$ cat src/fsc_consts.vh
// Purpose: shared constants of the front-end serial control block
// Assumes: included by bare name from the control top and the serial receiver
// Notes: definitions only
`ifndef FSC_CONSTS_VH
`define FSC_CONSTS_VH

// ==========================================================
// serial frame
`define FSC_FRAME_BITS 5'h10
`define FSC_ADDR_MSB 15
`define FSC_ADDR_LSB 12
`define FSC_DATA_MSB 11
`define FSC_DATA_LSB 0

// ==========================================================
// register addresses
`define FSC_ADDR_GAIN 4'h0
`define FSC_ADDR_DAC 4'h1
`define FSC_ADDR_CLAMP 4'h2
`define FSC_ADDR_POL 4'h3
`define FSC_ADDR_EXTGAIN 4'h4
`define FSC_ADDR_INIT 4'hF

// ==========================================================
// field positions
`define FSC_POL_DARK_CLAMP 0
`define FSC_POL_BLACK_CLAMP 1
`define FSC_POL_BLANKING 3
`define FSC_POL_SAMPLE 4
`define FSC_POL_PIX_EDGE 5
`define FSC_POL_OE_SENSE 6
`define FSC_POL_STANDBY 7
`define FSC_POL_VSYNC_EDGE 8
`define FSC_EXTGAIN_BIT 7
`define FSC_CODE8_MSB 7
`define FSC_CLAMP_MSB 6

// ==========================================================
// reset values and fixed codes
`define FSC_GAIN_RST 8'h00
`define FSC_DAC_RST 8'h00
`define FSC_CLAMP_RST 7'h00
`define FSC_POL_RST 12'h204
`define FSC_EXTGAIN_RST 1'h0
`define FSC_INIT_CODE 12'h100

`endif

$ cat src/fsc_ctrl_top.v
// Purpose: control register bank of a ccd analog front end, loaded over 3 wires
// Assumes: all pins asynchronous to mclk_in; link clock sampled, not used as a clock
//   serial link clock at most a quarter of mclk_in
// Notes: serial writes land in shadow registers, datapath copies follow pixel edges
//   no read-back path, so the controller keeps its own copy of every setting
//   pin-derived outputs lag their pins by four mclk_in cycles
// How it works
// - address 0 loads data bits 7..0 as the amplifier gain code.
// - address 1 loads data bits 7..0 as the auxiliary dac code.
// - address 2 loads data bits 6..0 as the clamp reference, 0 to 127.
// - polarity bits 4,0,1,3 choose high or low activity of sample, clamp, blank pulses.
// - polarity bit 5 picks rising (1) or falling (0) pixel clock edge.
// - polarity bit 8 picks vertical sync rising (0) or falling (1) edge.
// - extended gain bit 7 resets to zero; one widens gain range to 36 dB.
// - init address with data exactly bit 8 set starts an initialization.
// - writes to unassigned addresses select test modes.
// - standby when polarity bit 7 equals standby pin; only the flag is made, holding outputs is left to the datapath.
// - bit 6 one drives outputs while enable pin low; zero inverts pin sense.
`timescale 1ns/1ps
`include "fsc_consts.vh"
module fsc_ctrl_top (
  input wire mclk_in,                    // system clock, 100 MHz
  input wire rst_n_in,                   // synchronous reset, active low
  input wire sclk_in,                    // serial clock pin
  input wire sdata_in,                   // serial data pin
  input wire sen_n_in,                   // serial frame enable, active low
  input wire pix_clk_in,                 // pixel clock pin
  input wire vsync_in,                   // vertical sync pin
  input wire reference_sample_pulse_in,  // reference sample pulse pin
  input wire data_sample_pulse_in,       // data sample pulse pin
  input wire dark_clamp_pulse_in,        // dark clamp pulse pin
  input wire black_clamp_pulse_in,       // black clamp pulse pin
  input wire blanking_pulse_in,          // blanking pulse pin
  input wire standby_pin_in,             // standby pin
  input wire adc_oe_pin_in,              // adc output enable pin, low active when sense=1
  output reg [7:0] gain_code_out,        // amplifier gain code
  output reg ext_gain_out,               // extended gain range enable
  output reg [7:0] aux_dac_output_out,   // auxiliary dac code
  output reg [6:0] clamp_ref_out,        // clamp reference code
  output reg reference_sample_act_out,   // reference sample, active high
  output reg data_sample_act_out,        // data sample, active high
  output reg dark_clamp_act_out,         // dark clamp, active high
  output reg black_clamp_act_out,        // black clamp, active high
  output reg blanking_act_out,           // blanking, active high
  output reg pix_strobe_out,             // pulse on selected pixel clock edge
  output reg vsync_strobe_out,           // pulse on selected vsync edge
  output reg standby_out,                // analog chain in standby, hold outputs
  output reg adc_out_en_n_out,           // adc outputs driven when low
  output reg init_pulse_out,             // one-cycle initialization pulse
  output reg test_mode_out,              // a test mode address was written
  output reg [3:0] test_sel_out          // last test mode address
);

  // ==========================================================
  // serial word reception
  wire word_valid;
  wire [15:0] word;
  wire [3:0] waddr;
  wire [11:0] wdata;
  wire [7:0] code8;
  wire [6:0] code7;
  wire ext_bit;

  fsc_serial_rx u_rx (
    .mclk_in(mclk_in),
    .rst_n_in(rst_n_in),
    .sclk_in(sclk_in),
    .sdata_in(sdata_in),
    .sen_n_in(sen_n_in),
    .word_valid_out(word_valid),
    .word_out(word)
  );

  assign waddr = word[`FSC_ADDR_MSB:`FSC_ADDR_LSB];
  assign wdata = word[`FSC_DATA_MSB:`FSC_DATA_LSB];
  assign code8 = wdata[`FSC_CODE8_MSB:0];
  assign code7 = wdata[`FSC_CLAMP_MSB:0];
  assign ext_bit = wdata[`FSC_EXTGAIN_BIT];

  // ==========================================================
  // pin synchronisers, one loop over the pulse and level pins
  localparam NPIN = 9;
  localparam P_REF = 0;
  localparam P_DAT = 1;
  localparam P_DARK = 2;
  localparam P_BLACK = 3;
  localparam P_BLANK = 4;
  localparam P_STBY = 5;
  localparam P_OE = 6;
  localparam P_PIX = 7;
  localparam P_VS = 8;
  localparam NACT = 5;

  wire [NPIN-1:0] pins;
  wire [NPIN-1:0] lvl;
  wire [NPIN-1:0] rise;
  wire [NPIN-1:0] fall;

  assign pins[P_REF] = reference_sample_pulse_in;
  assign pins[P_DAT] = data_sample_pulse_in;
  assign pins[P_DARK] = dark_clamp_pulse_in;
  assign pins[P_BLACK] = black_clamp_pulse_in;
  assign pins[P_BLANK] = blanking_pulse_in;
  assign pins[P_STBY] = standby_pin_in;
  assign pins[P_OE] = adc_oe_pin_in;
  assign pins[P_PIX] = pix_clk_in;
  assign pins[P_VS] = vsync_in;

  genvar gi;
  generate
    for (gi = 0; gi < NPIN; gi = gi + 1) begin : g_sync
      fsc_edge_sync u_sync (
        .mclk_in(mclk_in),
        .rst_n_in(rst_n_in),
        .pin_in(pins[gi]),
        .level_out(lvl[gi]),
        .rise_out(rise[gi]),
        .fall_out(fall[gi])
      );
    end
  endgenerate

  // ==========================================================
  // shadow registers, written from the serial link
  reg [7:0] gain_sh_q;
  reg [7:0] dac_sh_q;
  reg [6:0] clamp_sh_q;
  reg [11:0] pol_sh_q;
  reg ext_sh_q;
  reg init_req_q;

  wire is_init_word;
  wire is_assigned;

  assign is_init_word = (wdata == `FSC_INIT_CODE);
  assign is_assigned = (waddr == `FSC_ADDR_GAIN) || (waddr == `FSC_ADDR_DAC) ||
                       (waddr == `FSC_ADDR_CLAMP) || (waddr == `FSC_ADDR_POL) ||
                       (waddr == `FSC_ADDR_EXTGAIN) || (waddr == `FSC_ADDR_INIT);

  always @(posedge mclk_in) begin
    if (!rst_n_in) begin
      gain_sh_q <= `FSC_GAIN_RST;
      dac_sh_q <= `FSC_DAC_RST;
      clamp_sh_q <= `FSC_CLAMP_RST;
      pol_sh_q <= `FSC_POL_RST;
      ext_sh_q <= `FSC_EXTGAIN_RST;
      init_req_q <= 1'b0;
    end else begin
      init_req_q <= 1'b0;
      if (word_valid) begin
        case (waddr)
          `FSC_ADDR_GAIN: begin
            gain_sh_q <= code8;
          end
          `FSC_ADDR_DAC: begin
            dac_sh_q <= code8;
          end
          `FSC_ADDR_CLAMP: begin
            clamp_sh_q <= code7;
          end
          `FSC_ADDR_POL: begin
            // bits 2 and 9 stored as written; the controller keeps them at one
            pol_sh_q <= wdata;
          end
          `FSC_ADDR_EXTGAIN: begin
            ext_sh_q <= ext_bit;
          end
          `FSC_ADDR_INIT: begin
            // a malformed init word is ignored rather than half-applied
            if (is_init_word) begin
              gain_sh_q <= `FSC_GAIN_RST;
              dac_sh_q <= `FSC_DAC_RST;
              clamp_sh_q <= `FSC_CLAMP_RST;
              pol_sh_q <= `FSC_POL_RST;
              ext_sh_q <= `FSC_EXTGAIN_RST;
              init_req_q <= 1'b1;
            end
          end
          default: begin
            // unassigned addresses only feed the test mode flag below
          end
        endcase
      end
    end
  end

  // ==========================================================
  // test mode flag, sticky until an init word or reset
  always @(posedge mclk_in) begin
    if (!rst_n_in) begin
      test_mode_out <= 1'b0;
      test_sel_out <= 4'h0;
    end else if (word_valid && !is_assigned) begin
      test_mode_out <= 1'b1;
      test_sel_out <= waddr;
    end else if (word_valid && waddr == `FSC_ADDR_INIT && is_init_word) begin
      // a malformed init word leaves the flag set
      test_mode_out <= 1'b0;
    end
  end

  // ==========================================================
  // datapath copies, loaded on the selected pixel clock edge
  reg [11:0] pol_q;
  wire pix_edge;

  // edge choice uses the live copy so one setting governs a whole sample
  assign pix_edge = pol_q[`FSC_POL_PIX_EDGE] ? rise[P_PIX] : fall[P_PIX];

  always @(posedge mclk_in) begin
    if (!rst_n_in) begin
      gain_code_out <= `FSC_GAIN_RST;
      aux_dac_output_out <= `FSC_DAC_RST;
      clamp_ref_out <= `FSC_CLAMP_RST;
      pol_q <= `FSC_POL_RST;
      ext_gain_out <= `FSC_EXTGAIN_RST;
      pix_strobe_out <= 1'b0;
    end else begin
      pix_strobe_out <= pix_edge;
      if (pix_edge) begin
        gain_code_out <= gain_sh_q;
        aux_dac_output_out <= dac_sh_q;
        clamp_ref_out <= clamp_sh_q;
        pol_q <= pol_sh_q;
        ext_gain_out <= ext_sh_q;
      end
    end
  end

  // ==========================================================
  // pulse pins normalised to active high; the two sample pins share polarity bit 4
  wire [NACT-1:0] act_pol;
  wire [NACT-1:0] act_d;

  assign act_pol[P_REF] = pol_q[`FSC_POL_SAMPLE];
  assign act_pol[P_DAT] = pol_q[`FSC_POL_SAMPLE];
  assign act_pol[P_DARK] = pol_q[`FSC_POL_DARK_CLAMP];
  assign act_pol[P_BLACK] = pol_q[`FSC_POL_BLACK_CLAMP];
  assign act_pol[P_BLANK] = pol_q[`FSC_POL_BLANKING];

  // a bit of one means the pin is active high, so xor with its inverse
  generate
    for (gi = 0; gi < NACT; gi = gi + 1) begin : g_act
      assign act_d[gi] = lvl[gi] ^ ~act_pol[gi];
    end
  endgenerate

  always @(posedge mclk_in) begin
    if (!rst_n_in) begin
      reference_sample_act_out <= 1'b0;
      data_sample_act_out <= 1'b0;
      dark_clamp_act_out <= 1'b0;
      black_clamp_act_out <= 1'b0;
      blanking_act_out <= 1'b0;
    end else begin
      reference_sample_act_out <= act_d[P_REF];
      data_sample_act_out <= act_d[P_DAT];
      dark_clamp_act_out <= act_d[P_DARK];
      black_clamp_act_out <= act_d[P_BLACK];
      blanking_act_out <= act_d[P_BLANK];
    end
  end

  // ==========================================================
  // vertical sync edge and initialization pulse
  wire vsync_edge;

  // both edges are detected; the polarity bit only picks one
  assign vsync_edge = pol_q[`FSC_POL_VSYNC_EDGE] ? fall[P_VS] : rise[P_VS];

  always @(posedge mclk_in) begin
    if (!rst_n_in) begin
      vsync_strobe_out <= 1'b0;
      init_pulse_out <= 1'b0;
    end else begin
      vsync_strobe_out <= vsync_edge;
      init_pulse_out <= init_req_q;
    end
  end

  // ==========================================================
  // standby and adc output enable
  wire standby_d;
  wire adc_en_n_d;

  // only the flag is made here; holding the adc data is the datapath's job
  assign standby_d = (pol_q[`FSC_POL_STANDBY] == lvl[P_STBY]);
  // sense one: drive while pin low; sense zero: drive while pin high
  assign adc_en_n_d = ~(pol_q[`FSC_POL_OE_SENSE] ^ lvl[P_OE]);

  always @(posedge mclk_in) begin
    if (!rst_n_in) begin
      standby_out <= 1'b0;
      adc_out_en_n_out <= 1'b1;
    end else begin
      standby_out <= standby_d;
      adc_out_en_n_out <= adc_en_n_d;
    end
  end

endmodule

$ cat src/fsc_edge_sync.v
// Purpose: two-stage synchroniser with edge detection for one pin
// Assumes: pin is asynchronous to mclk_in
// Notes: outputs lag the pin by three clock edges
`timescale 1ns/1ps
module fsc_edge_sync (
  input wire mclk_in,   // system clock
  input wire rst_n_in,  // synchronous reset, active low
  input wire pin_in,    // asynchronous pin
  output reg level_out, // synchronised level
  output reg rise_out,  // one-cycle pulse on rising edge
  output reg fall_out   // one-cycle pulse on falling edge
);

  reg meta_q;
  reg sync_q;
  reg [2:0] fill_q;

  // ==========================================================
  // synchroniser: meta_q feeds sync_q only
  always @(posedge mclk_in) begin
    if (!rst_n_in) begin
      meta_q <= 1'b0;
      sync_q <= 1'b0;
      fill_q <= 3'h0;
      level_out <= 1'b0;
      rise_out <= 1'b0;
      fall_out <= 1'b0;
    end else begin
      meta_q <= pin_in;
      sync_q <= meta_q;
      level_out <= sync_q;
      fill_q <= {fill_q[1:0], 1'b1};
      // no edge until level_out holds a real sample: a pin idling high
      // would otherwise give a false rise right after reset
      rise_out <= fill_q[2] & sync_q & ~level_out;
      fall_out <= fill_q[2] & ~sync_q & level_out;
    end
  end

endmodule

$ cat src/fsc_serial_rx.v
// Purpose: 3-wire serial receiver, 4 address bits then 12 data bits
// Assumes: sclk well below mclk/4; data sampled on sclk rising edge, msb first
// Notes: a word is released only when the enable closes after exactly 16 bits
`timescale 1ns/1ps
`include "fsc_consts.vh"
module fsc_serial_rx (
  input wire mclk_in,       // system clock
  input wire rst_n_in,      // synchronous reset, active low
  input wire sclk_in,       // serial clock pin
  input wire sdata_in,      // serial data pin
  input wire sen_n_in,      // frame enable pin, active low
  output reg word_valid_out, // one-cycle pulse, word complete
  output reg [15:0] word_out // address and data of last word
);

  wire sclk_rise;
  wire sen_n_lvl;
  wire sen_n_rise;
  wire sen_n_fall;
  wire sdata_lvl;
  reg [15:0] shift_q;
  reg [4:0] count_q;
  reg over_q;

  // ==========================================================
  // pin synchronisers
  fsc_edge_sync u_sclk (
    .mclk_in(mclk_in), .rst_n_in(rst_n_in), .pin_in(sclk_in),
    .level_out(), .rise_out(sclk_rise), .fall_out()
  );
  fsc_edge_sync u_sen (
    .mclk_in(mclk_in), .rst_n_in(rst_n_in), .pin_in(sen_n_in),
    .level_out(sen_n_lvl), .rise_out(sen_n_rise), .fall_out(sen_n_fall)
  );
  fsc_edge_sync u_sdata (
    .mclk_in(mclk_in), .rst_n_in(rst_n_in), .pin_in(sdata_in),
    .level_out(sdata_lvl), .rise_out(), .fall_out()
  );

  // ==========================================================
  // shifter: a short or long frame is dropped whole
  always @(posedge mclk_in) begin
    if (!rst_n_in) begin
      shift_q <= 16'h0000;
      count_q <= 5'h00;
      over_q <= 1'b0;
      word_valid_out <= 1'b0;
      word_out <= 16'h0000;
    end else begin
      word_valid_out <= 1'b0;
      if (sen_n_fall) begin
        count_q <= 5'h00;
        over_q <= 1'b0;
      end else if (!sen_n_lvl && sclk_rise) begin
        shift_q <= {shift_q[14:0], sdata_lvl};
        if (count_q == `FSC_FRAME_BITS) begin
          over_q <= 1'b1;
        end else begin
          count_q <= count_q + 5'h01;
        end
      end else if (sen_n_rise) begin
        if (count_q == `FSC_FRAME_BITS && !over_q) begin
          word_valid_out <= 1'b1;
          word_out <= shift_q;
        end
        count_q <= 5'h00;
      end
    end
  end

endmodule

$ cat config.mk
export PLATFORM = sky130hd
export DESIGN_NAME = fsc_ctrl_top
export DESIGN_NICKNAME = d
export VERILOG_FILES = /design/src/fsc_ctrl_top.v /design/src/fsc_edge_sync.v /design/src/fsc_serial_rx.v
export VERILOG_INCLUDE_DIRS = /design/src
export SDC_FILE = /design/constraint.sdc
export NUM_CORES = 1
export LEC_CHECK = 0
export ABC_AREA = 1
export BUFFER_PORTS_ARGS = -buffer_cell sky130_fd_sc_hd__buf_2
export CORE_MARGIN = 2
export CORE_UTILIZATION = 50
export DETAILED_ROUTE_END_ITERATION = 12
export HOLD_SLACK_MARGIN = 0.05
export PLACE_DENSITY = 0.69
export SLEW_MARGIN = 30
export SYNTH_ARGS = -nofsm -noshare
export SYNTH_HDL_FRONTEND = slang
export SYNTH_SLANG_ARGS = --single-unit
$ cat constraint.sdc
create_clock -name mclk_in -period 2.8 [get_ports mclk_in]
set_input_delay 0.14 -clock mclk_in [delete_from_list [all_inputs] [get_ports mclk_in]]
set_output_delay 0.14 -clock mclk_in [all_outputs]
set_load 0.005 [all_outputs]
==> results.cfg <==
[worst_setup_path]
timing.critical_path.arrival_ns = 2.36
worst_r2r_path_depth = 6
timing_worst_setup_path_type = reg2reg
critical-path-max-stage-delay_ns = 0.56
worst-r2r-setup-slack_ns = 0.81
worst_r2r_startpoint = u_rx.word_out[12]$_SDFFE_PN0P_
worst-path-buf-inv = 0
cells_traversed_along_the_worst_timing_path = nand2_2, nor3_4, nand3_4, nand3b_1, nand2_1, nor2_1
cp_top_family = simple AND/OR/NAND/NOR gates
setup.worst_path.start_class = flip-flop
r2r-end = pol_sh_q[1]$_SDFFE_PN0P_
worstPathMaxFanout = 63
crit_path_top_delay_cell = sky130_fd_sc_hd__nand3_4
kind_of_end_point_of_the_critical_path = flip-flop
worst_ep_required_time_ns = 3.17

[power_and_ir_drop]
power.ir.vdd_worst_uv = 431.8
power.leakage_nw = 3.381
power_density_nw_per_um2 = 700.3

[die]
top_ports = 53
floorplan.die.width_um = 112.5
die-height_um = 112.5
floorplan.rows = 39
design.core.area_um2 = 11470
die-area_um2 = 12650
floorplan.initialDensity_pct = 51.30

[synthesis]
netlist_area_um2 = 5883
number_of_flip_flops_and_latches_in_the_synthesized_netlist = 165
post_synth_inst_count = 734
synth_cell_type_count = 27
ys_warn_count = 0
syn-num-nets = 750
synth_area_per_cell_um2 = 8.015
seq_area_frac_synth_pct = 56.15

[finish]
design.final.nets = 798
area_delta_synth_final_pct = 17.44
antenna-diode-count = 0
fillerInstances = 989
post-route-cell-area_um2 = 6909
final_core_util_pct = 60.25
post_route_cells_drive_above_1_share_pct = 11.59

[worst_hold_path]
hp-start = rst_n_in
hold_depth = 2
holdCritPathClass = in2reg
min_to = u_rx.u_sen.fill_q[0]$_DFF_P_

[timing]
totalNegativeSetupSlack_ns = 0
setup_viol = 0
final_min_period_over_clock_period_pct = 71.03
maxSlewHeadroom_pct = 47.88
tightest_slew_ns = 0.7800
max_freq_ghz = 0.5028
fin_crit_ns = 1.989
rsz_0062_raised_after_global_routing = false
timing_max_transition_violations_final = 0
skew_ns = 0.006127
finalHoldViolations = 0

[clocking]
ctsHtreeMaxLevel = 4
clkSinkCount = 165
cts.path.max_buffers = 2
cts.repair_timing.setup_buffer_count = 0
tritoncts = built
cts.reportedPaths.clkPinSlew_ns = 0.06
tritoncts.num_buffers = 17
cts-root-buf = sky130_fd_sc_hd__clkbuf_16
clk-insertion-delay-late_ns = 0.42

[grt]
grt_pass1_vias = 4343
global_route.usage.total_pct = 18.87
largest_net_degree_at_the_start_of_global_routing = 127
global_route_wire_length_before_repair_um = 19250
grt_overflow_total = 0
initial_antenna_violation_count = 0

[drt]
routedWlPerCell_um = 12.31
drt_first_pass_iters = 7
via_count = 4689
drc = 0
drt-initial-drc-count = 299
average_vias_per_placed_instance = 5.004
final_antenna_net_count = 0
drt-total-wl_um = 11530

[place]
placed_area_um2 = 6187
place.detailed.hpwl_um = 6966
gp_congestion = 0.7606
portBuffers = 52

[run]
maxCapViolations = 0

[run_status]
status = finished clean
cell families after synthesis:
| family | synth area share [%] |
|---|---|
| AND/OR/NAND/NOR | 21.08 |
| flip-flops | 56.15 |
| AO/OA/AOI/OAI | 12.70 |
| buffers and inverters | 8.613 |
| XOR/XNOR | 1.042 |
| adder cells (fa/ha/maj) | 0.4253 |
per-layer routing:
metal  global-route usage [%]  part of all wire [%]  vias up
met1                    22.37                    46     2147
met4                    7.805                   1.6        0
met5                        0                     0        -
li1                         -                     -     2427
met2                    31.93                    49       94
met3                    5.778                   4.1       21
how the worst max path moves through the flow:
stage	from	to	slack (ns)	cells past startpoint
finish	u_rx.word_out[12]$_SDFFE_PN0P_	pol_sh_q[1]$_SDFFE_PN0P_	0.81	6
detailed placement	u_rx.word_out[12]$_SDFFE_PN0P_	dac_sh_q[6]$_SDFFE_PN0P_	0.87	5
CTS	u_rx.word_out[12]$_SDFFE_PN0P_	dac_sh_q[6]$_SDFFE_PN0P_	0.84	5
floorplan	u_rx.count_q[0]$_SDFFE_PP0P_	u_rx.word_out[10]$_SDFFE_PN0P_	1.37	7
global placement	u_rx.word_valid_out$_SDFF_PP0_	gain_sh_q[4]$_SDFFE_PN0P_	0.94	7
global route	u_rx.word_out[12]$_SDFFE_PN0P_	clamp_sh_q[4]$_SDFFE_PN0P_	0.56	7
report_power, final:
part / leakage, nW / internal [mW] / switching, mW
logic: 1.75 / 0.0423 / 0.0618
registers: 1.34 / 2.38 / 0.00916
clock network: 0.289 / 1.47 / 0.879
state kept, by name, indices dropped and copies added (netlist names), 2 cells and up:
name and flops:
u_rx.shift_q 16, u_rx.word_out 16, g_sync.u_sync.level_out 9, g_sync.u_sync.meta_q 9
g_sync.u_sync.sync_q 9, aux_dac_output_out 8, dac_sh_q 8, gain_code_out 8
gain_sh_q 8, pol_q 8, pol_sh_q 8, clamp_ref_out 7
clamp_sh_q 7, u_rx.count_q 5, test_sel_out 4, u_rx.u_sen.fill_q 3
g_sync.u_sync.fall_out 2, g_sync.u_sync.rise_out 2
synthesized netlist by cell type, drive strengths merged:
cell / n / area, um^2
nor3: 6 / 46.30
a21oi: 87 / 435.4
nand3b: 16 / 120.1
nand4: 6 / 37.54
nand2: 119 / 449.2
inv: 89 / 334.1
nand3: 37 / 197.7
xor2: 7 / 61.31
a31o: 1 / 8.760
dfxtp: 165 / 3303
o211ai: 1 / 7.510
clkbuf: 24 / 90.09
nor2: 100 / 375.4
o21ai: 56 / 280.3
ha: 2 / 25.02
buf: 14 / 82.58
nor3b: 1 / 7.510
or2: 1 / 6.260
a21boi: 2 / 15.01
what timing repair did:
action / 4_1_cts / 5_1_grt
hold buffers: 12 / 0
gates resized for setup: 0 / 0
endpoints found under the hold margin: 12 / 0
metrics by stage:
stage	std cells	power, mW	hold WS, ns	setup WS [ns]
2_1_floorplan	734	2.500	0.1677	1.366
3_3_place_gp	894	2.529	0.3194	0.9365
3_5_place_dp	894	2.532	0.3238	0.8724
4_1_cts	937	4.876	0.2108	0.8396
5_1_grt	937	5.008	0.2256	0.5632
6_report	937	4.838	0.1701	0.8112
placed cells by master (no fill, tap or decap), drive strengths merged:
cell         Yosys  final
clkbuf          24     23
clkinvlp         0      2
dlygate4sd3      0     12
nand3b          16     16
nand4            6      6
o21ai           56     56
dfxtp          165    165
nand3           37     37
a31o             1      1
ha               2      2
xor2             7      7
buf             14     55
a21oi           87     87
or2              1      1
a21boi           2      2
nor3             6      6
inv             89     89
clkinv           0      3
nor2           100    100
bufinv           0      3
o211ai           1      1
nor3b            1      1
nand2          119    119
cell type report:
| class | count | area (um^2) | area share (%) |
|---|---|---|---|
| Clock buffer | 23 | 478.0 | 6.918 |
| Timing Repair Buffer | 67 | 417.9 | 6.049 |
| Tap cell | 143 | 178.9 | 2.590 |
| Inverter | 89 | 334.1 | 4.835 |
| Sequential cell | 165 | 3303 | 47.81 |
| Clock inverter | 8 | 123.9 | 1.793 |
| Multi-Input combinational cell | 442 | 2073 | 30.01 |
No activity file was read; power rests on OpenSTA's default activity.
